`src/rtic_pkg.sv`:
```
// Purpose: Shared constants for the ratio/interval/totalize counter
// Assumes: 125 MHz system clock, AXI4-Lite register access
// Notes:   Times are kept in their own unit; cycle counts derive from them
package rtic_pkg;

  // ---------------------------------------------------------------
  // Clock and timing
  // ---------------------------------------------------------------
  localparam int unsigned CLK_PERIOD_NS = 8;
  localparam int unsigned CLK_KHZ       = 125000;
  localparam int unsigned MIN_RES_NS    = 100;
  localparam int unsigned MIN_RES_CYC   = (MIN_RES_NS + CLK_PERIOD_NS - 1) / CLK_PERIOD_NS;
  localparam int unsigned GATE_A_MS     = 200;
  localparam int unsigned GATE_B_MS     = 1000;
  localparam int unsigned GATE_C_MS     = 10000;
  localparam int unsigned HOLD_MS       = 1000;
  localparam logic [31:0] GATE_A_CYC    = 32'(64'(GATE_A_MS) * 64'(CLK_KHZ));
  localparam logic [31:0] GATE_B_CYC    = 32'(64'(GATE_B_MS) * 64'(CLK_KHZ));
  localparam logic [31:0] GATE_C_CYC    = 32'(64'(GATE_C_MS) * 64'(CLK_KHZ));
  localparam logic [31:0] HOLD_CYC      = 32'(64'(HOLD_MS) * 64'(CLK_KHZ) + 64'd1);
  localparam logic [3:0]  PRESCALE_LAST = 4'h9;
  localparam logic [63:0] KILO_PULSES   = 64'h0000_0000_0000_03E8;
  localparam logic [63:0] MEGA_PULSES   = 64'h0000_0000_000F_4240;

  // ---------------------------------------------------------------
  // Register map
  // ---------------------------------------------------------------
  localparam logic [7:0] OFS_CTRL      = 8'h00;
  localparam logic [7:0] OFS_STATUS    = 8'h04;
  localparam logic [7:0] OFS_RESULT_LO = 8'h08;
  localparam logic [7:0] OFS_RESULT_HI = 8'h0C;
  localparam logic [7:0] OFS_TOTAL_LO  = 8'h10;
  localparam logic [7:0] OFS_TOTAL_HI  = 8'h14;

  // Control fields
  localparam int CTRL_FUNC_LSB = 0;
  localparam int CTRL_START    = 3;
  localparam int CTRL_SLOPE_A  = 4;
  localparam int CTRL_SLOPE_B  = 5;
  localparam int CTRL_GATE_LSB = 6;
  localparam logic [7:0] CTRL_RESET = 8'h00;

  // Status fields
  localparam int STAT_BUSY  = 0;
  localparam int STAT_DONE  = 1;
  localparam int STAT_UNDER = 2;
  localparam int STAT_GATE  = 3;
  localparam int STAT_KILO  = 4;
  localparam int STAT_MEGA  = 5;
  localparam int STAT_HF    = 6;
  localparam int STAT_MRUN  = 7;

  localparam logic [1:0] RESP_OKAY   = 2'b00;
  localparam logic [1:0] RESP_SLVERR = 2'b10;

  // ---------------------------------------------------------------
  // Functions and states
  // ---------------------------------------------------------------
  typedef enum logic [2:0] {
    FN_PERIOD   = 3'b000,
    FN_RATIO    = 3'b001,
    FN_INTERVAL = 3'b010,
    FN_GATED    = 3'b011,
    FN_EDGE     = 3'b100,
    FN_MANUAL   = 3'b101,
    FN_HF_FREQ  = 3'b110,
    FN_SPARE    = 3'b111
  } rtic_func_t;

  typedef enum logic [1:0] {
    ST_IDLE = 2'b00,
    ST_ARM  = 2'b01,
    ST_RUN  = 2'b10,
    ST_DIV  = 2'b11
  } rtic_state_t;

endpackage

```
`src/rtic_divider.sv`:
```
// Purpose: Iterative unsigned divider, one quotient bit per clock
// Assumes: Operands stay stable only at the start pulse
// Notes:   Division by zero yields an all-ones quotient
module rtic_divider #(
  parameter int W = 64
) (
  // Clock and reset
  input  wire logic         clk_sys,
  input  wire logic         rstn,
  // Request
  input  wire logic         start,
  input  wire logic [W-1:0] num,
  input  wire logic [W-1:0] den,
  // Answer
  output logic              done,
  output logic [W-1:0]      quo_ff
);

  logic [W-1:0] den_ff;
  logic [W:0]   rem_ff;
  logic [7:0]   bit_ff;
  logic         run_ff;
  logic [W:0]   trial;

  // Shifted remainder to test against the divisor
  always_comb begin
    trial = {rem_ff[W-1:0], quo_ff[W-1]};
  end

  // Restoring division: slow but tiny, the measurement is far slower
  always_ff @(posedge clk_sys or negedge rstn) begin
    if (!rstn) begin
      den_ff <= '0;
      rem_ff <= '0;
      quo_ff <= '0;
      bit_ff <= 8'h00;
      run_ff <= 1'b0;
      done   <= 1'b0;
    end else begin
      done <= 1'b0;
      if (start) begin
        den_ff <= den;
        rem_ff <= '0;
        quo_ff <= num;
        bit_ff <= 8'(W);
        run_ff <= 1'b1;
      end else if (run_ff) begin
        if (trial >= {1'b0, den_ff}) begin
          rem_ff <= trial - {1'b0, den_ff};
          quo_ff <= {quo_ff[W-2:0], 1'b1};
        end else begin
          rem_ff <= trial;
          quo_ff <= {quo_ff[W-2:0], 1'b0};
        end
        bit_ff <= bit_ff - 8'h01;
        if (bit_ff == 8'h01) begin
          run_ff <= 1'b0;
          done   <= 1'b1;
        end
      end
    end
  end

endmodule

```
`src/rtic_press_timer.sv`:
```
// Purpose: Start/stop button press and long-hold detection
// Assumes: Button level is clean and synchronous to the clock
// Notes:   Hold pulse fires once per press, after HOLD_CYC cycles held
module rtic_press_timer #(
  parameter logic [31:0] HOLD_CYC = 32'd125000001
) (
  // Clock and reset
  input  wire logic clk_sys,
  input  wire logic rstn,
  // Button
  input  wire logic btn,
  // Events
  output logic      press_pulse,
  output logic      hold_pulse
);

  logic        btn_q_ff;
  logic [31:0] held_ff;

  // Edge and hold counter; counter saturates so the hold fires once
  always_ff @(posedge clk_sys or negedge rstn) begin
    if (!rstn) begin
      btn_q_ff    <= 1'b0;
      held_ff     <= 32'h0000_0000;
      press_pulse <= 1'b0;
      hold_pulse  <= 1'b0;
    end else begin
      btn_q_ff    <= btn;
      press_pulse <= btn & ~btn_q_ff;
      hold_pulse  <= 1'b0;
      if (!btn) begin
        held_ff <= 32'h0000_0000;
      end else if (held_ff < HOLD_CYC) begin
        held_ff <= held_ff + 32'h0000_0001;
        if (held_ff == HOLD_CYC - 32'h0000_0001) begin
          hold_pulse <= 1'b1;
        end
      end
    end
  end

endmodule

```
`src/rtic_core.sv`:
```
// Purpose: Period, ratio, interval and totalize measurement with AXI4-Lite registers
// Assumes: Inputs A, B and the button are synchronous to clk_sys
// Notes:   Times are reported in clk_sys cycles of 8 ns; totals in pulses
//
// Operation
// - Single period times exactly one input cycle
// - Gated period prescales by ten, reports mean
// - Ratio divides A count by B count
// - Interval times A rising to B rising
// - Averaged interval reports zero up to twenty s
// - Slope selects per channel for interval
// - Gated totalize counts A during B pulse
// - Inverted B slope counts during low pulse
// - Edge totalize counts between two B edges
// - Button press alternately starts and stops counting
// - Holding button over one second clears total
// - Totals flagged kilo or mega for display
// - Gate indicator off in manual totalize
// - Function select skips absent HF channel
//
// The AXI4-Lite interface to the registers and the address map were chosen for this implementation.
module rtic_core
  import rtic_pkg::*;
#(
  parameter int          CNT_W    = 64,
  parameter logic [31:0] GATE_A   = GATE_A_CYC,
  parameter logic [31:0] GATE_B   = GATE_B_CYC,
  parameter logic [31:0] GATE_C   = GATE_C_CYC,
  parameter logic [31:0] HOLD_LEN = HOLD_CYC
) (
  // Clock and reset
  input  wire logic        clk_sys,
  input  wire logic        rstn,
  // AXI4-Lite write address
  input  wire logic [7:0]  s_axi_awaddr,
  input  wire logic        s_axi_awvalid,
  output logic             s_axi_awready,
  // AXI4-Lite write data
  input  wire logic [31:0] s_axi_wdata,
  input  wire logic [3:0]  s_axi_wstrb,
  input  wire logic        s_axi_wvalid,
  output logic             s_axi_wready,
  // AXI4-Lite write response
  output logic [1:0]       s_axi_bresp,
  output logic             s_axi_bvalid,
  input  wire logic        s_axi_bready,
  // AXI4-Lite read
  input  wire logic [7:0]  s_axi_araddr,
  input  wire logic        s_axi_arvalid,
  output logic             s_axi_arready,
  output logic [31:0]      s_axi_rdata,
  output logic [1:0]       s_axi_rresp,
  output logic             s_axi_rvalid,
  input  wire logic        s_axi_rready,
  // Conditioned inputs and front panel
  input  wire logic        in_a,
  input  wire logic        in_b,
  input  wire logic        btn_start_stop,
  input  wire logic        hf_present,
  // Indicators
  output logic             gate_ind,
  output logic             disp_kilo,
  output logic             disp_mega
);

  // ---------------------------------------------------------------
  // Declarations
  // ---------------------------------------------------------------
  rtic_func_t       func_ff;
  rtic_state_t      state_ff;
  logic             slope_a_ff, slope_b_ff, start_ff;
  logic [1:0]       gate_sel_ff;
  logic             done_ff, under_ff, in_iv_ff, man_run_ff;
  logic             a_q_ff, b_q_ff;
  logic             a_ev, b_start, b_stop, avg, gate_exp;
  logic [3:0]       pre_ff;
  logic [31:0]      gate_cnt_ff, gate_lim;
  logic [CNT_W-1:0] cyc_ff, a_cnt_ff, b_cnt_ff, man_tot_ff, result_ff, total;
  logic             div_go_ff, div_done;
  logic [CNT_W-1:0] div_num_ff, div_den_ff, div_quo;
  logic             press, hold;
  logic [7:0]       aw_addr_ff;
  logic             aw_got_ff, w_got_ff;
  logic [31:0]      w_data_ff;
  logic [3:0]       w_strb_ff;
  logic             wr_fire, clr_done, tot_fn;
  logic [7:0]       status;
  logic [2:0]       new_func;

  // Selected edge of a channel: rising, or falling when inverted
  function automatic logic sel_edge(input logic prev, input logic cur, input logic fall);
    sel_edge = fall ? (prev & ~cur) : (~prev & cur);
  endfunction

  // Range check of a register offset
  function automatic logic mapped(input logic [7:0] a);
    mapped = (a == OFS_CTRL) || (a == OFS_STATUS) || (a == OFS_RESULT_LO) ||
             (a == OFS_RESULT_HI) || (a == OFS_TOTAL_LO) || (a == OFS_TOTAL_HI);
  endfunction

  // ---------------------------------------------------------------
  // Input edge events
  // ---------------------------------------------------------------
  always_ff @(posedge clk_sys or negedge rstn) begin
    if (!rstn) begin
      a_q_ff <= 1'b0;
      b_q_ff <= 1'b0;
    end else begin
      a_q_ff <= in_a;
      b_q_ff <= in_b;
    end
  end

  // Slope inversion per channel; B stop is the opposite B edge when gated
  assign a_ev    = sel_edge(a_q_ff, in_a, slope_a_ff);
  assign b_start = sel_edge(b_q_ff, in_b, slope_b_ff);
  assign b_stop  = (func_ff == FN_GATED) ? sel_edge(b_q_ff, in_b, ~slope_b_ff)
                                         : b_start;
  assign avg     = (gate_sel_ff != 2'b00);

  // Gate length from the measuring-time selection
  always_comb begin
    unique case (gate_sel_ff)
      2'b01:   gate_lim = GATE_A;
      2'b10:   gate_lim = GATE_B;
      2'b11:   gate_lim = GATE_C;
      default: gate_lim = 32'h0000_0000;
    endcase
  end
  assign gate_exp = (gate_cnt_ff >= gate_lim);

  // ---------------------------------------------------------------
  // Measurement sequencer
  // ---------------------------------------------------------------
  // Counters widened to CNT_W so totals to ten to the fifteenth never wrap
  always_ff @(posedge clk_sys or negedge rstn) begin
    if (!rstn) begin
      state_ff    <= ST_IDLE;
      cyc_ff      <= '0;
      a_cnt_ff    <= '0;
      b_cnt_ff    <= '0;
      gate_cnt_ff <= 32'h0000_0000;
      pre_ff      <= 4'h0;
      in_iv_ff    <= 1'b0;
      result_ff   <= '0;
      under_ff    <= 1'b0;
      div_go_ff   <= 1'b0;
      div_num_ff  <= '0;
      div_den_ff  <= '0;
      done_ff     <= 1'b0;
    end else begin
      div_go_ff <= 1'b0;
      if (clr_done) begin
        done_ff <= 1'b0;
      end
      unique case (state_ff)
        ST_IDLE: begin
          if (start_ff && func_ff != FN_MANUAL && func_ff != FN_HF_FREQ &&
              func_ff != FN_SPARE) begin
            state_ff    <= (func_ff == FN_RATIO) ? ST_RUN : ST_ARM;
            cyc_ff      <= '0;
            a_cnt_ff    <= '0;
            b_cnt_ff    <= '0;
            gate_cnt_ff <= 32'h0000_0000;
            pre_ff      <= 4'h0;
            in_iv_ff    <= 1'b0;
            under_ff    <= 1'b0;
          end
        end
        ST_ARM: begin
          // Wait for the opening edge of the measurement; averaged interval moves on at once
          if ((func_ff == FN_PERIOD && a_ev) ||
              (func_ff == FN_INTERVAL && !avg && a_ev) ||
              (func_ff == FN_INTERVAL && avg) ||
              ((func_ff == FN_GATED || func_ff == FN_EDGE) && b_start)) begin
            state_ff <= ST_RUN;
          end
        end
        ST_RUN: begin
          gate_cnt_ff <= gate_cnt_ff + 32'h0000_0001;
          unique case (func_ff)
            FN_PERIOD: begin
              cyc_ff <= cyc_ff + 1'b1;
              if (a_ev && !avg) begin
                result_ff <= cyc_ff + 1'b1;
                under_ff  <= (cyc_ff + 1'b1) < CNT_W'(MIN_RES_CYC);
                done_ff   <= 1'b1;
                state_ff  <= ST_IDLE;
              end else if (a_ev) begin
                a_cnt_ff <= a_cnt_ff + 1'b1;
                pre_ff   <= (pre_ff == PRESCALE_LAST) ? 4'h0 : pre_ff + 4'h1;
                // Close only on a whole prescaled period past the gate
                if (pre_ff == PRESCALE_LAST && gate_exp) begin
                  div_num_ff <= cyc_ff + 1'b1;
                  div_den_ff <= a_cnt_ff + 1'b1;
                  div_go_ff  <= 1'b1;
                  state_ff   <= ST_DIV;
                end
              end
            end
            FN_RATIO: begin
              if (gate_exp) begin
                div_num_ff <= a_cnt_ff;
                div_den_ff <= b_cnt_ff;
                div_go_ff  <= 1'b1;
                state_ff   <= ST_DIV;
              end else begin
                a_cnt_ff <= a_cnt_ff + (a_ev ? 1'b1 : 1'b0);
                b_cnt_ff <= b_cnt_ff + (b_start ? 1'b1 : 1'b0);
              end
            end
            FN_INTERVAL: begin
              if (!avg) begin
                cyc_ff <= cyc_ff + 1'b1;
                if (b_start) begin
                  result_ff <= cyc_ff + 1'b1;
                  under_ff  <= (cyc_ff + 1'b1) < CNT_W'(MIN_RES_CYC);
                  done_ff   <= 1'b1;
                  state_ff  <= ST_IDLE;
                end
              end else if (in_iv_ff) begin
                cyc_ff <= cyc_ff + 1'b1;
                if (b_start) begin
                  in_iv_ff <= 1'b0;
                  b_cnt_ff <= b_cnt_ff + 1'b1;
                end
              end else if (gate_exp) begin
                // Mean of many intervals; quotient in whole cycles, remainder dropped
                div_num_ff <= cyc_ff;
                div_den_ff <= b_cnt_ff;
                div_go_ff  <= 1'b1;
                state_ff   <= ST_DIV;
              end else if (a_ev && b_start) begin
                b_cnt_ff <= b_cnt_ff + 1'b1;
              end else if (a_ev) begin
                in_iv_ff <= 1'b1;
              end
            end
            FN_GATED, FN_EDGE: begin
              if (b_stop) begin
                result_ff <= a_cnt_ff + (a_ev ? 1'b1 : 1'b0);
                done_ff   <= 1'b1;
                state_ff  <= ST_IDLE;
              end
              a_cnt_ff <= a_cnt_ff + (a_ev ? 1'b1 : 1'b0);
            end
            default: state_ff <= ST_IDLE;
          endcase
        end
        ST_DIV: begin
          if (div_done) begin
            result_ff <= div_quo;
            done_ff   <= 1'b1;
            state_ff  <= ST_IDLE;
          end
        end
      endcase
    end
  end

  rtic_divider #(
    .W       (CNT_W)
  ) u_div (
    .clk_sys (clk_sys),
    .rstn    (rstn),
    .start   (div_go_ff),
    .num     (div_num_ff),
    .den     (div_den_ff),
    .done    (div_done),
    .quo_ff  (div_quo)
  );

  // ---------------------------------------------------------------
  // Manual totalize
  // ---------------------------------------------------------------
  rtic_press_timer #(
    .HOLD_CYC    (HOLD_LEN)
  ) u_btn (
    .clk_sys     (clk_sys),
    .rstn        (rstn),
    .btn         (btn_start_stop),
    .press_pulse (press),
    .hold_pulse  (hold)
  );

  // Press toggles run; long hold clears, and an A pulse then is dropped
  always_ff @(posedge clk_sys or negedge rstn) begin
    if (!rstn) begin
      man_run_ff <= 1'b0;
      man_tot_ff <= '0;
    end else if (func_ff != FN_MANUAL) begin
      man_run_ff <= 1'b0;
    end else begin
      if (press) begin
        man_run_ff <= ~man_run_ff;
      end
      if (hold) begin
        man_tot_ff <= '0;
      end else if (man_run_ff && a_ev) begin
        man_tot_ff <= man_tot_ff + 1'b1;
      end
    end
  end

  // ---------------------------------------------------------------
  // Indicators
  // ---------------------------------------------------------------
  assign total = (func_ff == FN_MANUAL) ? man_tot_ff :
                 (state_ff == ST_RUN) ? a_cnt_ff : result_ff;
  // Prefixes only mean pulses in the three totalize functions
  assign tot_fn = (func_ff inside {FN_GATED, FN_EDGE, FN_MANUAL});

  always_ff @(posedge clk_sys or negedge rstn) begin
    if (!rstn) begin
      gate_ind  <= 1'b0;
      disp_kilo <= 1'b0;
      disp_mega <= 1'b0;
    end else begin
      gate_ind  <= (state_ff == ST_RUN) && (func_ff != FN_MANUAL);
      disp_mega <= tot_fn && (total >= MEGA_PULSES);
      disp_kilo <= tot_fn && (total >= KILO_PULSES) &&
                   (total < MEGA_PULSES);
    end
  end

  // ---------------------------------------------------------------
  // AXI4-Lite slave
  // ---------------------------------------------------------------
  assign s_axi_awready = ~aw_got_ff & ~s_axi_bvalid;
  assign s_axi_wready  = ~w_got_ff & ~s_axi_bvalid;
  assign s_axi_arready = ~s_axi_rvalid;
  assign wr_fire       = aw_got_ff & w_got_ff & ~s_axi_bvalid;
  assign clr_done      = wr_fire && aw_addr_ff == OFS_STATUS && w_strb_ff[0] &&
                         w_data_ff[STAT_DONE];
  // Cursor skips the HF function when that input is not fitted
  assign new_func = (w_data_ff[2:0] == FN_HF_FREQ && !hf_present) ? FN_PERIOD
                                                                   : w_data_ff[2:0];

  always_comb begin
    status             = 8'h00;
    status[STAT_BUSY]  = (state_ff != ST_IDLE);
    status[STAT_DONE]  = done_ff;
    status[STAT_UNDER] = under_ff;
    status[STAT_GATE]  = gate_ind;
    status[STAT_KILO]  = disp_kilo;
    status[STAT_MEGA]  = disp_mega;
    status[STAT_HF]    = hf_present;
    status[STAT_MRUN]  = man_run_ff;
  end

  // Address and data may arrive in either order; answer once both are in
  always_ff @(posedge clk_sys or negedge rstn) begin
    if (!rstn) begin
      aw_got_ff    <= 1'b0;
      w_got_ff     <= 1'b0;
      aw_addr_ff   <= 8'h00;
      w_data_ff    <= 32'h0000_0000;
      w_strb_ff    <= 4'h0;
      s_axi_bvalid <= 1'b0;
      s_axi_bresp  <= RESP_OKAY;
    end else begin
      if (s_axi_awvalid && s_axi_awready) begin
        aw_got_ff  <= 1'b1;
        aw_addr_ff <= s_axi_awaddr;
      end
      if (s_axi_wvalid && s_axi_wready) begin
        w_got_ff  <= 1'b1;
        w_data_ff <= s_axi_wdata;
        w_strb_ff <= s_axi_wstrb;
      end
      if (wr_fire) begin
        aw_got_ff    <= 1'b0;
        w_got_ff     <= 1'b0;
        s_axi_bvalid <= 1'b1;
        s_axi_bresp  <= mapped(aw_addr_ff) ? RESP_OKAY : RESP_SLVERR;
      end else if (s_axi_bready) begin
        s_axi_bvalid <= 1'b0;
      end
    end
  end

  // Control register; start is a one-cycle pulse, lost while busy
  always_ff @(posedge clk_sys or negedge rstn) begin
    if (!rstn) begin
      func_ff     <= rtic_func_t'(CTRL_RESET[2:0]);
      start_ff    <= 1'b0;
      slope_a_ff  <= CTRL_RESET[CTRL_SLOPE_A];
      slope_b_ff  <= CTRL_RESET[CTRL_SLOPE_B];
      gate_sel_ff <= CTRL_RESET[CTRL_GATE_LSB +: 2];
    end else begin
      start_ff <= 1'b0;
      if (wr_fire && aw_addr_ff == OFS_CTRL && w_strb_ff[0]) begin
        func_ff     <= rtic_func_t'(new_func);
        start_ff    <= w_data_ff[CTRL_START];
        slope_a_ff  <= w_data_ff[CTRL_SLOPE_A];
        slope_b_ff  <= w_data_ff[CTRL_SLOPE_B];
        gate_sel_ff <= w_data_ff[CTRL_GATE_LSB +: 2];
      end
    end
  end

  // Read path: data registered, one word per request
  always_ff @(posedge clk_sys or negedge rstn) begin
    if (!rstn) begin
      s_axi_rvalid <= 1'b0;
      s_axi_rdata  <= 32'h0000_0000;
      s_axi_rresp  <= RESP_OKAY;
    end else if (s_axi_arvalid && s_axi_arready) begin
      s_axi_rvalid <= 1'b1;
      s_axi_rresp  <= mapped(s_axi_araddr) ? RESP_OKAY : RESP_SLVERR;
      unique case (s_axi_araddr)
        OFS_CTRL:      s_axi_rdata <= {24'h000000, gate_sel_ff, slope_b_ff, slope_a_ff,
                                       1'b0, func_ff};
        OFS_STATUS:    s_axi_rdata <= {24'h000000, status};
        OFS_RESULT_LO: s_axi_rdata <= result_ff[31:0];
        OFS_RESULT_HI: s_axi_rdata <= result_ff[63:32];
        OFS_TOTAL_LO:  s_axi_rdata <= total[31:0];
        OFS_TOTAL_HI:  s_axi_rdata <= total[63:32];
        default:       s_axi_rdata <= 32'h0000_0000;
      endcase
    end else if (s_axi_rready) begin
      s_axi_rvalid <= 1'b0;
    end
  end

endmodule

```
`config.mk`:
```
export PLATFORM = sky130hd
export DESIGN_NAME = rtic_core
export DESIGN_NICKNAME = d
export VERILOG_FILES = /design/src/rtic_pkg.sv /design/src/rtic_divider.sv /design/src/rtic_press_timer.sv /design/src/rtic_core.sv
export SDC_FILE = /design/constraint.sdc
export NUM_CORES = 2
export LEC_CHECK = 0
export CORE_MARGIN = 2
export CORE_UTILIZATION = 59
export DETAILED_ROUTE_END_ITERATION = 8
export DONT_BUFFER_PORTS = 1
export PLACE_DENSITY = 0.79
export SLEW_MARGIN = 10
export SYNTH_ARGS = -nofsm -noshare
export SYNTH_HDL_FRONTEND = slang
export SYNTH_SLANG_ARGS = --single-unit
export TNS_END_PERCENT = 1
```
`constraint.sdc`:
```
create_clock -name clk_sys -period 3.2 [get_ports clk_sys]
set_input_delay 0.64 -clock clk_sys [delete_from_list [all_inputs] [get_ports clk_sys]]
set_output_delay 0.64 -clock clk_sys [all_outputs]
set_load 0.01 [all_outputs]
```
==> reports/qor.txt <==
Status - complete, but fails checks
Failing checks - setup timing
Worst-Margin Slew - 1.24 ns
H-tree levels - 3
GRT overflow - 0
HP Class - input pin to flop
Gate Count Post-Synth - 5,963
Chip Width - 291 um
Reg-to-reg startpoint - gate_sel_ff[0]$_DFFE_PN0P_
# fillers - 6,285
Min Tclk post-route - 3.63 ns
Total number of vias - 49,000
Crit Path Max Fanout - 32
Crit Path Class - flop to flop
DP Worst Slack - -0.428 ns
Synth cell types - 106
Critical Path Max Stage Delay - 0.53 ns
Final setup TNS - -79.47 ns
Max Freq - 0.275 GHz
Worst-path cell chain - inv_2 > ha_4 > inv_6 > ha_4 > nand4bb_1 > nor3_2 > nand3_1 > buf_4 > o211ai_1 > a21oi_2 > buf_4 > o21a_1 > or4_4 > buf_12 > buf_16 > nand2_1 > o21ai_0
Worst relative slew slack - 0.175
RSZ-0062 raised after global routing - yes
Crit path from - gate_sel_ff[0]$_DFFE_PN0P_
Number of synthesized flops with an enable pin - 0
Synth Register Bits - 796
Final antenna-violating net count - 0
Hold Crit Depth - 1
Setup slack, reg-to-reg - -0.43 ns
Crit path max-delay cell type - or4_4
CTS tree - yes
Top delay family on crit path - simple AND/OR/NAND/NOR gates
Grt met2 use - 0.604
WP buf/inv - 6
Final setup viols - 319
Die height - 291 um
Leak pwr - 25.8 nW
Area grow syn2layout - 22.2%
Setup crit end kind - flop
Initial DRC count - 6,164
Non-Filler Instances - 7,547
Syn. warnings - 0
Slew Viols, Final - 0
IO buf count - 0
Final setup margin - -0.434 ns
Routed wire per std cell - 23.5 um
Post-DP Area - 54,300 um2
First-pass GRT wire length - 266 mm
DRT Pass-1 Iters - 6
Power density cells - 542 nW/um2
Clk_skew - 0.0276 ns
Synthesized cell area - 48,700 um2
Area fraction of the dominant cell type after synthesis - 0.409
Share of layout cells above drive strength 1 - 0.190
Clock Sinks - 796
Starting density of the core - 0.595
Met3 GRT Util - 0.108
TritonCTS Buffers - 89
Fin nets - 6,565
Die area - 84,800 um2
Post-Place Cells - 7,339
Top_reg_cell synth - dfrtp_1
Max capacitance violation total - 0
Initial antenna violation count - 5
Largest net degree at the start of global routing - 797
Period utilization - 1.14
WP data required - 3.73 ns
Final WL - 177 mm
Final Instance Area - 59,500 um2
Met1 Track Usage GR - 0.536
Leading area contributor after synthesis - dfrtp_1
Crit path DAT - 4.16 ns
Gr usage total - 0.401
Clock buffer depth - 3
GPL Wtd Cong - 1.07
Hold Violations, Final - 0
Synth top area cells - dfrtp_1 (41%), nand2_1 (7.3%), o21ai_0 (6.5%), nor2_1 (4.6%), a21oi_1 (4.4%)
Root Buffer - clkbuf_16
Vias in the first global route - 46,800
Mapped Avg Cell Area - 8.16 um2
Hold Startpoint - s_axi_rready
DPL Wire Length - 122 mm
Clk Latency, worst-skew pair - 0.68 ns
Cell row count - 105
Register area share after synthesis - 0.409
Core area - 81,800 um2
Reg2Reg Depth - 17
Vias per cell - 6.49
IO Count - 107
Crit path launch type - flop
Hold-critical path endpoint - s_axi_rvalid$_DFFE_PN0P_
Async set or reset register ratio after synthesis - 1.00
DRC - 0
Gr busiest metal - met2
Max rail drop VDD - 0.666 mV
Reg2reg end - div_den_ff[50]$_DFFE_PN0P_
Worst hold slack - 0.0657 ns
Worst-path clk slew - 0.06 ns
## final cells by class
cell class | instances | area, um2 | share of cell area
multi-input combinational | 4568 | 27500 | 0.463
sequential | 796 | 19900 | 0.335
timing repair buffer | 799 | 6770 | 0.114
clock buffer | 120 | 2560 | 0.0431
tap | 1070 | 1340 | 0.0225
clock inverter | 46 | 757 | 0.0127
inverter | 146 | 568 | 0.00955
antenna | 2 | 5.00 | 0.0000842
## metal layers
layer,share of wire,wire [um],vias up
met2,0.43,76900,2821
met4,0.057,10100,4
met3,0.12,20900,563
met1,0.39,69100,23700
met5,0.00015,26,-
li1,-,-,21900
## registers in the layout, summed over array words and instances, names as in the netlist, 3 cells and up
name and cells:
b_cnt_ff 64, pre_ff 4, a_cnt_ff 64, div_den_ff 64, div_num_ff 64, u_btn.held_ff 32
u_div.bit_ff 8, s_axi_rdata 32, func_ff 3, gate_cnt_ff 32, result_ff 64, u_div.rem_ff 64
u_div.quo_ff 64, cyc_ff 64, u_div.den_ff 64, w_data_ff 8, man_tot_ff 64, aw_addr_ff 8
## where the power goes
group | internal [mW] | total (mW) | switching, mW
combinational | 3.31 | 9.29 | 5.98
clock | 7.12 | 11.7 | 4.58
sequential | 10.6 | 11.3 | 0.701
total | 21.0 | 32.2 | 11.3
## worst register-to-register path, delay by kind of cell, from the launching register on
family,cells,cell delay [ns]
and+or+nand+nor,5,1.18
buffers and inverters,6,0.82
adders and majority gates,2,0.59
AOI/OAI and AO/OA,4,0.50
DFF,1,0.42
## how the worst max path moves through the flow
stage               cells past startpoint                          to  slack (ns)
global placement                       16    b_cnt_ff[28]$_DFFE_PN0P_       -0.33
floorplan                              14    b_cnt_ff[61]$_DFFE_PN0P_       -0.04
CTS                                    19    b_cnt_ff[45]$_DFFE_PN0P_       -0.30
detailed placement                     15    a_cnt_ff[48]$_DFFE_PN0P_       -0.43
finish                                 17  div_den_ff[50]$_DFFE_PN0P_       -0.43
global route                           18    b_cnt_ff[45]$_DFFE_PN0P_       -0.55
## stage by stage
step / utilization / total power, mW
6_report: 0.727 / 32.2
5_1_grt: 0.727 / 33.2
4_1_cts: 0.715 / 31.4
3_5_place_dp: 0.663 / 19.4
3_3_place_gp: 0.663 / 19.3
2_1_floorplan: - / 15.9
## repair_timing
action / in CTS / in global routing
hold buffers: 3 / 2
endpoints found under the setup margin: 346 / 380
buffers inserted: 16 / 4
pin swaps: 42 / 26
gates resized for setup: 180 / 150
cloned: 3 / 9
endpoints found under the hold margin: 799 / 62
## logic make-up after synthesis
| family | after synthesis | share of synthesized area |
|---|---|---|
| buffers and inverters | 600 | 0.0493 |
| muxes | 126 | 0.0270 |
| other | 1 | 0.0000770 |
| xor gates and xnor gates | 380 | 0.0684 |
| adders and majority gates | 102 | 0.0264 |
| DFF | 796 | 0.409 |
| and+or+nand+nor | 2336 | 0.219 |
| AOI/OAI and AO/OA | 1622 | 0.200 |
## cells in the mapped netlist (25+ instances only)
library cell	instances
a211oi_1	75
a21o_1	25
a21oi_1	432
a221oi_1	70
a311oi_1	46
a31oi_1	89
and2_1	53
and3_1	82
and4_1	31
buf_1	33
buf_2	70
clkbuf_1	336
dfrtp_1	796
ha_1	101
inv_1	144
mux2_2	32
mux2i_1	93
nand2_1	946
nand3_1	187
nand4_1	124
nor2_1	600
nor2b_1	35
nor3_1	78
nor4_1	43
o21ai_0	633
o31ai_1	49
or3_1	56
xnor2_1	179
xor2_1	201
## layout by cell type, fill, tap and decap left out, types with 68 or more instances in the layout
cell,instances
mux2i_1,90
ha_1,87
dfrtp_1,794
xnor2_1,176
and3_1,78
o21ai_1,99
buf_4,725
clkbuf_16,97
o21ai_0,529
nand4_1,124
inv_1,139
a221oi_1,68
a21oi_1,414
xor2_1,199
nand2_1,929
nor3_1,69
a31oi_1,83
nand3_1,183
nor2_1,590
Note: power is estimated with default switching activity, not from simulation.
